`src/design/vport_irq_regs.svh`:
```
/*
  Register offsets, field positions and reset values of the video port interrupt acknowledge block.
  Assumes a 32-bit classic Wishbone bus with byte addresses.
*/
`ifndef VPORT_IRQ_REGS_SVH
`define VPORT_IRQ_REGS_SVH
`define ADDR_W             8
`define OFS_FLAGS          8'h00
`define OFS_ACK            8'h04
`define OFS_MASK           8'h08
`define OFS_CTRL           8'h0c
`define OFS_LINE_FLAGS     8'h10
`define BIT_CH0            0
`define BIT_CH1            1
`define BIT_CH2            2
`define BIT_CH3            3
`define BIT_ERR            4
`define NFLAGS             5
`define FMT_LSB            0
`define FMT_W              3
`define FMT_FRAME          3'h0
`define FMT_RAW            3'h3
`define RST_FLAGS          5'h00
`define RST_MASK           5'h00
`define RST_FMT            3'h0
`define RST_LINE           1'h0
`define RST_ACK            1'h0
`define RST_RDAT           32'h00000000
`define SEL_LANE           0
`endif

```
`src/design/vport_irq_pkg.sv`:
```
/*
  Types shared by the video port interrupt acknowledge block.
  Assumes the register header is included first.
*/
`include "vport_irq_regs.svh"
package vport_irq_pkg;
  typedef struct packed {
    logic [`ADDR_W-1:0] adr;
    logic [31:0]        dat;
    logic [3:0]         sel;
    logic               we;
    logic               cyc;
    logic               stb;
  } wb_req_t;

  typedef struct packed {
    logic [31:0] dat;
    logic        ack;
    logic        err;
  } wb_rsp_t;

  typedef struct packed {
    logic [`NFLAGS-1:0] flags;
    logic               line_flag;
    logic [`NFLAGS-1:0] mask;
    logic [`FMT_W-1:0]  fmt;
    logic               ack;
    logic [31:0]        rdat;
  } state_t;
endpackage

```
`src/design/video_port_irq_status_clear.sv`:
```
/*
  Interrupt flag register, mask, format control and the write-only acknowledge register of a video port,
  reached over classic Wishbone. Assumes event inputs are one-cycle pulses synchronous to clk_i.
*/
// Decided for this implementation: the register addresses and the Wishbone slave port.
// Function
// - Write one bit 4 clears error flag.
// - Write one bit 3 clears channel 3.
// - Write one bit 2 clears channel 2.
// - Write one bit 1 clears channel 1, or the line flag in raw format.
// - Write one bit 0 clears channel 0.
// - Acknowledge bits are strobes, read as zero.
// - Raw format: bit 1 clears line flag.
// - Frame format: bit 1 clears frame flag.
`timescale 1ns/1ps
`include "vport_irq_regs.svh"
module video_port_irq_status_clear (
  // Clock and reset.
  input  wire logic                    clk_i,
  input  wire logic                    rst_i,
  // Wishbone slave.
  input  wire vport_irq_pkg::wb_req_t  wb_i,
  output vport_irq_pkg::wb_rsp_t       wb_o,
  // Event sources, one-cycle pulses.
  input  wire logic [`NFLAGS-1:0]      frame_evt_i,
  input  wire logic                    line_evt_i,
  // Interrupt and status.
  output logic                         irq_o,
  output logic [`NFLAGS-1:0]           flags_o
);
  import vport_irq_pkg::*;

  // Registered state and the value it takes at the next edge.
  state_t             st;
  state_t             next_st;

  // Bus decode.
  logic               wr_acc;
  logic               rd_acc;
  logic               ack_wr;
  logic               mask_wr;
  logic               ctrl_wr;

  // Routing of the acknowledge bits onto the flags.
  logic               raw_mode;
  logic [`NFLAGS-1:0] ack_bits;
  logic [`NFLAGS-1:0] frame_clr;
  logic               line_clr;
  logic               irq_frame;
  logic               irq_line;

  // Widens the flag field to a bus word.
  function automatic logic [31:0] zext5(input logic [`NFLAGS-1:0] v);
    zext5 = {27'h0000000, v};
  endfunction

  // Widens the format field to a bus word.
  function automatic logic [31:0] zext_fmt(input logic [`FMT_W-1:0] v);
    zext_fmt = {29'h00000000, v};
  endfunction

  // Widens the line flag to a bus word.
  function automatic logic [31:0] zext_line(input logic v);
    zext_line = {31'h00000000, v};
  endfunction

  // True when a bus address selects the given register.
  function automatic logic hits(input logic [`ADDR_W-1:0] a, input logic [`ADDR_W-1:0] ofs);
    hits = (a == ofs);
  endfunction

  // State of every register after reset.
  function automatic state_t reset_state();
    state_t s;
    s           = '0;
    s.flags     = `RST_FLAGS;
    s.line_flag = `RST_LINE;
    s.mask      = `RST_MASK;
    s.fmt       = `RST_FMT;
    s.ack       = `RST_ACK;
    s.rdat      = `RST_RDAT;
    reset_state = s;
  endfunction

  assign wr_acc   = wb_i.cyc && wb_i.stb && wb_i.we && !st.ack;
  assign rd_acc   = wb_i.cyc && wb_i.stb && !wb_i.we && !st.ack;
  assign ack_wr   = wr_acc && wb_i.sel[`SEL_LANE] && hits(wb_i.adr, `OFS_ACK);
  assign mask_wr  = wr_acc && wb_i.sel[`SEL_LANE] && hits(wb_i.adr, `OFS_MASK);
  assign ctrl_wr  = wr_acc && wb_i.sel[`SEL_LANE] && hits(wb_i.adr, `OFS_CTRL);
  assign raw_mode = (st.fmt == `FMT_RAW);
  assign ack_bits = ack_wr ? wb_i.dat[`NFLAGS-1:0] : `RST_FLAGS;

  // Bit 1 is steered by the capture format; the other bits always hit their own flag.
  always_comb begin
    frame_clr           = ack_bits;
    frame_clr[`BIT_CH1] = ack_bits[`BIT_CH1] && !raw_mode;
    line_clr            = ack_bits[`BIT_CH1] && raw_mode;
  end

  // One next-state process: flags, mask, format and the bus answer.
  always_comb begin
    next_st           = st;
    next_st.ack       = wr_acc || rd_acc;
    next_st.rdat      = `RST_RDAT;
    next_st.flags     = (st.flags & ~frame_clr) | frame_evt_i;
    next_st.line_flag = (st.line_flag && !line_clr) || line_evt_i;
    if (mask_wr) begin
      next_st.mask = wb_i.dat[`NFLAGS-1:0];
    end
    if (ctrl_wr) begin
      next_st.fmt = wb_i.dat[`FMT_LSB +: `FMT_W];
    end
    if (rd_acc) begin
      unique case (wb_i.adr)
        `OFS_FLAGS:      next_st.rdat = zext5(st.flags);
        `OFS_ACK:        next_st.rdat = `RST_RDAT;
        `OFS_MASK:       next_st.rdat = zext5(st.mask);
        `OFS_CTRL:       next_st.rdat = zext_fmt(st.fmt);
        `OFS_LINE_FLAGS: next_st.rdat = zext_line(st.line_flag);
        default:         next_st.rdat = `RST_RDAT;
      endcase
    end
  end

  always_ff @(posedge clk_i) begin
    if (rst_i) begin
      st <= reset_state();
    end else begin
      st <= next_st;
    end
  end

  assign irq_frame = |(st.flags & st.mask);
  assign irq_line  = st.line_flag && st.mask[`BIT_CH1];
  assign wb_o.dat  = st.rdat;
  assign wb_o.ack  = st.ack;
  assign wb_o.err  = 1'b0;
  assign flags_o   = st.flags;
  assign irq_o     = irq_frame || irq_line;

  // Checks on the flags, the bus answer and the interrupt.
  a_err_clear: assert property (@(posedge clk_i) disable iff (rst_i)
    (ack_wr && wb_i.dat[`BIT_ERR] && !frame_evt_i[`BIT_ERR])
      |=> !st.flags[`BIT_ERR])
    else $error("Error flag not cleared.");

  a_err_keep: assert property (@(posedge clk_i) disable iff (rst_i)
    (ack_wr && !wb_i.dat[`BIT_ERR] && st.flags[`BIT_ERR])
      |=> st.flags[`BIT_ERR])
    else $error("Error flag cleared by a zero.");

  a_err_only_ack: assert property (@(posedge clk_i) disable iff (rst_i)
    (wr_acc && !ack_wr && st.flags[`BIT_ERR])
      |=> st.flags[`BIT_ERR])
    else $error("Error flag cleared by another write.");

  a_ch3_clear: assert property (@(posedge clk_i) disable iff (rst_i)
    (ack_wr && wb_i.dat[`BIT_CH3] && !frame_evt_i[`BIT_CH3])
      |=> !st.flags[`BIT_CH3])
    else $error("Channel 3 flag not cleared.");

  a_ch3_keep: assert property (@(posedge clk_i) disable iff (rst_i)
    (ack_wr && !wb_i.dat[`BIT_CH3] && st.flags[`BIT_CH3])
      |=> st.flags[`BIT_CH3])
    else $error("Channel 3 flag cleared by a zero.");

  a_ch3_only_ack: assert property (@(posedge clk_i) disable iff (rst_i)
    (wr_acc && !ack_wr && st.flags[`BIT_CH3])
      |=> st.flags[`BIT_CH3])
    else $error("Channel 3 flag cleared by another write.");

  a_ch3_race: assert property (@(posedge clk_i) disable iff (rst_i)
    (ack_wr && wb_i.dat[`BIT_CH3] && frame_evt_i[`BIT_CH3])
      |=> st.flags[`BIT_CH3])
    else $error("Channel 3 event lost against clear.");

  a_ch2_clear: assert property (@(posedge clk_i) disable iff (rst_i)
    (ack_wr && wb_i.dat[`BIT_CH2] && !frame_evt_i[`BIT_CH2])
      |=> !st.flags[`BIT_CH2])
    else $error("Channel 2 flag not cleared.");

  a_ch2_keep: assert property (@(posedge clk_i) disable iff (rst_i)
    (ack_wr && !wb_i.dat[`BIT_CH2] && st.flags[`BIT_CH2])
      |=> st.flags[`BIT_CH2])
    else $error("Channel 2 flag cleared by a zero.");

  a_ch2_only_ack: assert property (@(posedge clk_i) disable iff (rst_i)
    (wr_acc && !ack_wr && st.flags[`BIT_CH2])
      |=> st.flags[`BIT_CH2])
    else $error("Channel 2 flag cleared by another write.");

  a_ch2_race: assert property (@(posedge clk_i) disable iff (rst_i)
    (ack_wr && wb_i.dat[`BIT_CH2] && frame_evt_i[`BIT_CH2])
      |=> st.flags[`BIT_CH2])
    else $error("Channel 2 event lost against clear.");

  a_ch1_frame: assert property (@(posedge clk_i) disable iff (rst_i)
    (ack_wr && wb_i.dat[`BIT_CH1] && st.fmt == `FMT_FRAME && !frame_evt_i[`BIT_CH1])
      |=> !st.flags[`BIT_CH1])
    else $error("Channel 1 frame flag not cleared.");

  a_ch1_keep: assert property (@(posedge clk_i) disable iff (rst_i)
    (ack_wr && !wb_i.dat[`BIT_CH1] && st.flags[`BIT_CH1])
      |=> st.flags[`BIT_CH1])
    else $error("Channel 1 flag cleared by a zero.");

  a_ch1_only_ack: assert property (@(posedge clk_i) disable iff (rst_i)
    (wr_acc && !ack_wr && st.flags[`BIT_CH1])
      |=> st.flags[`BIT_CH1])
    else $error("Channel 1 flag cleared by another write.");

  a_ch1_race: assert property (@(posedge clk_i) disable iff (rst_i)
    (ack_wr && wb_i.dat[`BIT_CH1] && frame_evt_i[`BIT_CH1])
      |=> st.flags[`BIT_CH1])
    else $error("Channel 1 event lost against clear.");

  a_ch0_clear: assert property (@(posedge clk_i) disable iff (rst_i)
    (ack_wr && wb_i.dat[`BIT_CH0] && !frame_evt_i[`BIT_CH0])
      |=> !st.flags[`BIT_CH0])
    else $error("Channel 0 flag not cleared.");

  a_ch0_keep: assert property (@(posedge clk_i) disable iff (rst_i)
    (ack_wr && !wb_i.dat[`BIT_CH0] && st.flags[`BIT_CH0])
      |=> st.flags[`BIT_CH0])
    else $error("Channel 0 flag cleared by a zero.");

  a_ch0_only_ack: assert property (@(posedge clk_i) disable iff (rst_i)
    (wr_acc && !ack_wr && st.flags[`BIT_CH0])
      |=> st.flags[`BIT_CH0])
    else $error("Channel 0 flag cleared by another write.");

  a_ch0_race: assert property (@(posedge clk_i) disable iff (rst_i)
    (ack_wr && wb_i.dat[`BIT_CH0] && frame_evt_i[`BIT_CH0])
      |=> st.flags[`BIT_CH0])
    else $error("Channel 0 event lost against clear.");

  a_set_wins: assert property (@(posedge clk_i) disable iff (rst_i)
    frame_evt_i[`BIT_ERR]
      |=> st.flags[`BIT_ERR])
    else $error("Event lost against clear.");

  a_raw_line: assert property (@(posedge clk_i) disable iff (rst_i)
    (ack_wr && wb_i.dat[`BIT_CH1] && st.fmt == `FMT_RAW && !line_evt_i)
      |=> (!st.line_flag && st.flags[`BIT_CH1] == $past(st.flags[`BIT_CH1] || frame_evt_i[`BIT_CH1])))
    else $error("Raw mode clear acted on wrong flag.");

  a_line_zero_keep: assert property (@(posedge clk_i) disable iff (rst_i)
    (!(ack_wr && wb_i.dat[`BIT_CH1]) && st.line_flag)
      |=> st.line_flag)
    else $error("Line flag lost without a clear.");

  a_line_frame_keep: assert property (@(posedge clk_i) disable iff (rst_i)
    (ack_wr && st.fmt == `FMT_FRAME && st.line_flag)
      |=> st.line_flag)
    else $error("Frame mode clear hit the line flag.");

  a_line_set: assert property (@(posedge clk_i) disable iff (rst_i)
    line_evt_i
      |=> st.line_flag)
    else $error("Line event lost.");

  a_bus_answer: assert property (@(posedge clk_i) disable iff (rst_i)
    (wb_i.cyc && wb_i.stb && !wb_o.ack)
      |=> wb_o.ack)
    else $error("Bus request not answered.");

  a_ack_pulse: assert property (@(posedge clk_i) disable iff (rst_i)
    wb_o.ack
      |=> !wb_o.ack)
    else $error("Bus answer longer than one cycle.");

  a_ack_cause: assert property (@(posedge clk_i) disable iff (rst_i)
    wb_o.ack
      |-> $past(wb_i.cyc && wb_i.stb))
    else $error("Bus answer without a request.");

  a_write_no_data: assert property (@(posedge clk_i) disable iff (rst_i)
    wr_acc
      |=> (wb_o.dat == `RST_RDAT))
    else $error("Write answer carries data.");

  a_dat_idle: assert property (@(posedge clk_i) disable iff (rst_i)
    !wb_o.ack
      |-> (wb_o.dat == `RST_RDAT))
    else $error("Read data outside the answer cycle.");

  a_ack_reads_zero: assert property (@(posedge clk_i) disable iff (rst_i)
    (rd_acc && hits(wb_i.adr, `OFS_ACK))
      |=> (wb_o.ack && wb_o.dat == `RST_RDAT))
    else $error("Acknowledge register read not zero.");

  a_read_flags: assert property (@(posedge clk_i) disable iff (rst_i)
    (rd_acc && hits(wb_i.adr, `OFS_FLAGS))
      |=> (wb_o.dat == zext5($past(st.flags))))
    else $error("Flag register read wrong.");

  a_read_mask: assert property (@(posedge clk_i) disable iff (rst_i)
    (rd_acc && hits(wb_i.adr, `OFS_MASK))
      |=> (wb_o.dat == zext5($past(st.mask))))
    else $error("Mask register read wrong.");

  a_read_ctrl: assert property (@(posedge clk_i) disable iff (rst_i)
    (rd_acc && hits(wb_i.adr, `OFS_CTRL))
      |=> (wb_o.dat == zext_fmt($past(st.fmt))))
    else $error("Control register read wrong.");

  a_read_line: assert property (@(posedge clk_i) disable iff (rst_i)
    (rd_acc && hits(wb_i.adr, `OFS_LINE_FLAGS))
      |=> (wb_o.dat == zext_line($past(st.line_flag))))
    else $error("Line flag read wrong.");

  a_read_unmapped: assert property (@(posedge clk_i) disable iff (rst_i)
    (rd_acc && !hits(wb_i.adr, `OFS_FLAGS) && !hits(wb_i.adr, `OFS_ACK) && !hits(wb_i.adr, `OFS_MASK)
      && !hits(wb_i.adr, `OFS_CTRL) && !hits(wb_i.adr, `OFS_LINE_FLAGS)) |=> (wb_o.dat == `RST_RDAT))
    else $error("Unmapped read not zero.");

  a_mask_write: assert property (@(posedge clk_i) disable iff (rst_i)
    mask_wr
      |=> (st.mask == $past(wb_i.dat[`NFLAGS-1:0])))
    else $error("Mask write lost.");

  a_fmt_write: assert property (@(posedge clk_i) disable iff (rst_i)
    ctrl_wr
      |=> (st.fmt == $past(wb_i.dat[`FMT_LSB +: `FMT_W])))
    else $error("Format write lost.");

  a_no_retain: assert property (@(posedge clk_i) disable iff (rst_i)
    ack_wr
      |=> (st.mask == $past(st.mask) && st.fmt == $past(st.fmt)))
    else $error("Acknowledge write stored a value.");

  a_irq_level: assert property (@(posedge clk_i) disable iff (rst_i)
    (|(st.flags & st.mask))
      |-> irq_o)
    else $error("Interrupt not raised.");

  a_irq_low: assert property (@(posedge clk_i) disable iff (rst_i)
    (!(|(st.flags & st.mask)) && !(st.line_flag && st.mask[`BIT_CH1]))
      |-> !irq_o)
    else $error("Interrupt raised with nothing pending.");

  a_reset_state: assert property (@(posedge clk_i)
    rst_i
      |=> (st.flags == `RST_FLAGS && st.mask == `RST_MASK && st.fmt == `RST_FMT && !wb_o.ack))
    else $error("Reset state wrong.");

endmodule // video_port_irq_status_clear

```
`config.mk`:
```
export PLATFORM = sky130hd
export DESIGN_NAME = video_port_irq_status_clear
export DESIGN_NICKNAME = d
export VERILOG_FILES = /design/src/design/vport_irq_pkg.sv /design/src/design/video_port_irq_status_clear.sv
export VERILOG_INCLUDE_DIRS = /design/src /design/src/design
export SDC_FILE = /design/constraint.sdc
export NUM_CORES = 1
export LEC_CHECK = 0
export BUFFER_PORTS_ARGS = -buffer_cell sky130_fd_sc_hd__buf_2
export CAP_MARGIN = 30
export CORE_MARGIN = 2
export CORE_UTILIZATION = 43
export CTS_CLUSTER_SIZE = 28
export DETAILED_ROUTE_END_ITERATION = 12
export GPL_TIMING_DRIVEN = 0
export PLACE_DENSITY = 0.93
export SLEW_MARGIN = 20
export SYNTH_ARGS = -nofsm -noshare
export SYNTH_HDL_FRONTEND = slang
export SYNTH_SLANG_ARGS = --single-unit
```
`constraint.sdc`:
```
create_clock -name clk_i -period 2.84 [get_ports clk_i]
set_input_delay 0.426 -clock clk_i [delete_from_list [all_inputs] [get_ports clk_i]]
set_output_delay 0.426 -clock clk_i [all_outputs]
set_load 0.01 [all_outputs]
```
# After elaboration in Yosys (flattened, before gate mapping)
# Cells that the tools add are included.
dict set report word_totals {
  regBits 47
  latchBits 0
  ram_bits 0
  mem_bits_ro 0
  input_bits 55
  output_inout_bits 40
  wordCells 41
  mem_count 0
}
dict set report op_classes {
  n_addsub 0
  multipliers 0
  n_div 0
  order_cmp 0
  n_eq_ne 5
  shifts 0
  mux 2
  bitwise 5
  n_reduce_logical 23
}
# operator count
set op_table {}
lappend op_table {{case mux 5 bit (4 select lines)} 1}
lappend op_table {{== test 8 x 4 -> 1 bit (second input constant)} 2}
lappend op_table {{logical AND 1 bit} 13}
lappend op_table {{bitwise AND 5 bit} 2}
lappend op_table {{== test 8 x 3 -> 1 bit (second input constant)} 1}
lappend op_table {{== test 8 x 5 -> 1 bit (second input constant)} 1}
lappend op_table {{logical NOT 8 bit} 1}
lappend op_table {{2-to-1 mux 5 bit} 1}
lappend op_table {{inverter 5 bit} 1}
lappend op_table {{bitwise OR 5 bit} 1}
lappend op_table {{OR reduction 5 bit} 1}
lappend op_table {{logical NOT 1 bit} 4}
lappend op_table {{== test 3 x 2 -> 1 bit (second input constant)} 1}
lappend op_table {{logical OR 1 bit} 3}
lappend op_table {{OR reduction 2 bit} 1}
lappend op_table {{inverter 1 bit} 1}

# Depth between registers and ports, before layout
dict set report depth {
  word_depth 10
  depth_mapped 4
  depth_no_buf 3
}

# Worst setup path after synthesis
# No wires, ideal clock.
dict set report synth_timing {
  kind {input to register}
  start {in wb_i[40] (netlist bit)}
  end {reg st[37] (netlist bit)}
  setup_time_ps 118
  t_arrival_ps 1650
  required_ps 2722
  setup_slack_ps 1072
  stages 3
  path_buffers 0
  cell_sequence {or4_4 > or4_4 > mux2i_1}
}
dict set report synth_between {
  elab_chain_len 2
}
# element line
set synth_rtl {}
lappend synth_rtl {{from (decl)} video_port_irq_status_clear.sv:22} ;# input wire vport_irq_pkg::wb_req_t wb_i,
lappend synth_rtl {{== test 8 x 4 -> 1 bit} video_port_irq_status_clear.sv:69} ;# hits = (a == ofs);
lappend synth_rtl {{logical AND 1 bit} video_port_irq_status_clear.sv:88} ;# assign mask_wr = wr_acc && wb_i.sel[`SEL_LANE] && hits(wb_i.adr, `OFS_MASK);
lappend synth_rtl {{to (signal assigned)} video_port_irq_status_clear.sv:127} ;# st <= reset_state();
lappend synth_rtl {{to (signal assigned)} video_port_irq_status_clear.sv:129} ;# st <= next_st;
lappend synth_rtl {{to (decl)} video_port_irq_status_clear.sv:34} ;# state_t st;
# Every way passes these cells.
# A chain may end at the register's enable or synchronous reset.

# Final worst setup path
dict set report layout_timing {
  start {in wb_i[40] (netlist bit)}
  end {reg st (netlist bit flags_o[1])}
}
dict set report layout_between {
  elab_chain_len 7
}
# element line
set layout_rtl {}
lappend layout_rtl {{== test 8 x 3 -> 1 bit} video_port_irq_status_clear.sv:69}
lappend layout_rtl {{logical AND 1 bit} video_port_irq_status_clear.sv:87} ;# assign ack_wr = wr_acc && wb_i.sel[`SEL_LANE] && hits(wb_i.adr, `OFS_ACK);
lappend layout_rtl {{2-to-1 mux 5 bit (no line)} n/a}
lappend layout_rtl {{logical AND 1 bit} video_port_irq_status_clear.sv:96} ;# frame_clr[`BIT_CH1] = ack_bits[`BIT_CH1] && !raw_mode;
lappend layout_rtl {{inverter 5 bit} video_port_irq_status_clear.sv:105} ;# next_st.flags = (st.flags & ~frame_clr) | frame_evt_i;
lappend layout_rtl {{bitwise AND 5 bit} video_port_irq_status_clear.sv:105}
lappend layout_rtl {{bitwise OR 5 bit} video_port_irq_status_clear.sv:105}
# Every way passes these cells.

==> out/results.txt <==
The number of maximum-capacitance constraint violations was 0. Once detail routing completed, the nets flagged for antenna violations numbered 0. Wires add up to 2610 microns.

The count of cells in the finished layout, fillers not included, comes to 234. The share of the cycle needed by the critical path after routing was 0.630; the portion of synthesized cell area occupied by the leading cell type was 0.313. The clock passes through at most 2 buffers. The logs give 8 for the number of optimization iterations in the first detailed-route pass and 1600 sq um for the instance area at placement.

The number of enable-type register cells in the synthesized netlist works out to 0. The number of levels in the clock H-tree was 1. Traced cell by cell, the critical path runs through buf_2 > or4_4 > nor4_2 > a41oi_1. The tools report the final-report hold violation count as 0. The design draws 0.547 mW.

The number of gates resized after CTS was 0. The later pin in the worst-skew pair is clocked with a latency of 0.30 ns. The tree is rooted in a sky130_fd_sc_hd__clkbuf_4. The first global-routing pass estimated 3930 microns of wire.

The run finished, with violations left. The class of the most critical hold timing path is in2reg. The run gives 0.313 as the sequential-to-total area share from yosys stat. The largest stage delay on the critical path works out to 0.63 ns.

The number of warnings issued by yosys came out at 0. The routed layout has 1,111 vias. For the worst hold slack across all endpoints, the log shows 0.316 ns.

The average wire per standard cell was 11.2 microns; the number of cells in the design after placement was 231. The tools report the critical path launch point type as an input port. After layout, the minimum clock period comes to 1.79 ns. The top flip-flop cell by instance count after synthesis was sky130_fd_sc_hd__dfxtp_1. Setup repair after global routing left no endpoint under its margin. The most numerous cell in the Yosys netlist was sky130_fd_sc_hd__buf_4. The number of hold buffers added after CTS was 0. The logs give 559 MHz for the maximum clock frequency and 4 for the number of remaining DRC errors. The number of top-level design ports was 95.

STA puts the critical path data required time at 3.00 ns. The biggest fanout along the worst timing path came out at 6. The number of antenna violations at the first check in global routing was 0. The chip height was 58.6 microns. Counting every sink on the clock net gives 20. Broken down by cell family, the worst path's largest delay share belongs to simple AND/OR/NAND/NOR gates. After routing the design area is 1620 sq um. VDD sags by at most 0.000295 V.

After global routing the overflow that remains totals 0. For this design the static power due to leakage is 0.812 nW. The total inserted antenna cells is 0. STA classifies the critical path endpoint as a register.

Flip-flop and latch count after synthesis: 20. The final layout contains 260 nets. The area growth from synthesis to final layout works out to 26.4%. Worst setup skew after layout: 0.00258 ns. Number of buffer cells added on primary ports: 35. In this run the post-CTS setup repair buffer count came out at 0. Adding up every negative setup slack in the final design gives 0 ns.

The number of buffers and inverters on the critical path came out at 1. For the headroom to the max-slew limit, the log shows 0.546. Total clock buffers created by CTS: 3. By startpoint and endpoint, the worst setup path is classified as in2reg.

After the first detailed-routing iteration, the DRC count stood at 35. Ranked by instance count, the synthesized netlist is headed by 39 x sky130_fd_sc_hd__buf_4, 20 x sky130_fd_sc_hd__dfxtp_1, 13 x sky130_fd_sc_hd__nand2b_1. The floorplan step defined a die boundary enclosing 3430 sq um. The x dimension of the die is 58.6 microns, and the actual transition at the worst max-transition pin is 0.675 ns. The power density over the cells works out to 338 nW/um^2. Summing every instance area after synthesis gives 1280 sq um.

The clock-pin transition on the worst setup and hold timing paths is 0.10 ns. The share of flip-flops with an asynchronous set or reset is 0. Entering global routing, the biggest net connects 11 pins. A synthesized cell averages 9.28 sq um. Vias per cell: 4.75. The run gives 19 as the number of rows created at floorplan.

The logs give 0.149 for the global-route usage over all layers and 30 for the count of different cell masters after synthesis. TritonCTS built the clock tree. The final-report max-slew violation count is 0.

The tools report the floorplan core area as 2810 sq um. After synthesis, the cell types taking the most area are sky130_fd_sc_hd__dfxtp_1 31%, sky130_fd_sc_hd__buf_4 23%, sky130_fd_sc_hd__mux2i_1 7.8%. The half-perimeter wire length after detailed placement came out at 2140 microns. The final reports fail on design-rule violations. The via count of the first global-routing pass was 916; the starting utilization of the core area was 0.457. The critical path data arrival time was 1.95 ns; the cell count after synthesis was 138. Setup violations remaining at the end of the flow were counted as 0.

The cell type with the largest total area after synthesis is sky130_fd_sc_hd__dfxtp_1. The final weighted congestion of routability-driven global placement came out at 0.842. The cell with the largest stage delay on the worst path was sky130_fd_sc_hd__nor4_2. The fraction of final layout cells with drive strength greater than 1 works out to 0.429.
[flip-flops by register name, indices dropped and copies added (netlist names)]
name,count
flags_o,5
st,9
wb_o,6
[power by group]
group,switching (mW),leakage (nW),internal [mW]
registers,0.00696,0.163,0.287
logic,0.0575,0.635,0.0636
clock network,0.0820,0.0138,0.0494
total,0.146,0.812,0.400
[cell usage in the layout (no fill, tap or decap), types with 2 or more instances in the layout]
master,n
sky130_fd_sc_hd__mux2_2,4
sky130_fd_sc_hd__clkbuf_4,3
sky130_fd_sc_hd__or4_4,2
sky130_fd_sc_hd__inv_1,5
sky130_fd_sc_hd__a31oi_1,4
sky130_fd_sc_hd__buf_4,39
sky130_fd_sc_hd__dfxtp_1,20
sky130_fd_sc_hd__a22oi_1,5
sky130_fd_sc_hd__nor4_2,3
sky130_fd_sc_hd__nand2b_1,13
sky130_fd_sc_hd__mux2i_1,10
sky130_fd_sc_hd__nand3b_1,2
sky130_fd_sc_hd__nor3_1,4
sky130_fd_sc_hd__conb_1,28
sky130_fd_sc_hd__clkbuf_1,4
sky130_fd_sc_hd__nand4b_1,2
sky130_fd_sc_hd__buf_2,35
sky130_fd_sc_hd__o21bai_1,6
[final cells by class]
cell class                      instances  area [sq um]
Timing Repair Buffer                   35           175
Tap cell                               31          38.8
Multi-Input combinational cell         97           656
Sequential cell                        20           400
Inverter                                5          18.8
Fill cell                             271          1190
Clock buffer                            3          22.5
Buffer                                 43           308
[cell families (layout without fill, tap and decap cells)]
family,after synthesis,after routing,synth area share
buffers and inverters,48,86,0.255
AND/OR/NAND/NOR,36,36,0.209
other,1,28,0.00293
flip-flops,20,20,0.312
multiplexers,14,14,0.113
AO/OA/AOI/OAI,19,19,0.107
[worst paths after layout]
| kind | endpoint | slack, ns | cells after the start | start |
|---|---|---|---|---|
| max reg2reg | wb_o[4] | 1.25 | 3 | wb_o[1] |
| min reg2reg | wb_o[1] | 0.48 | 1 | wb_o[1] |
| min | flags_o[2] | 0.32 | 2 | wb_i[9] |
| max | flags_o[1] | 1.05 | 4 | wb_i[40] |
[layer usage]
metal | routed length, microns | track usage
met1 | 1000 | 0.168
met2 | 1350 | 0.262
met3 | 231 | 0.0484
met4 | 30 | 0.0519
met5 | 0 | 0
[per-stage QoR]
step                      setup WS, ns  utilization
after global placement           0.721        0.569
after CTS                         1.03        0.577
after global routing              1.00        0.577
final                             1.05        0.577
after floorplan                   1.07            -
after detailed placement         0.708        0.569
Power figures use the tool's default switching activity.
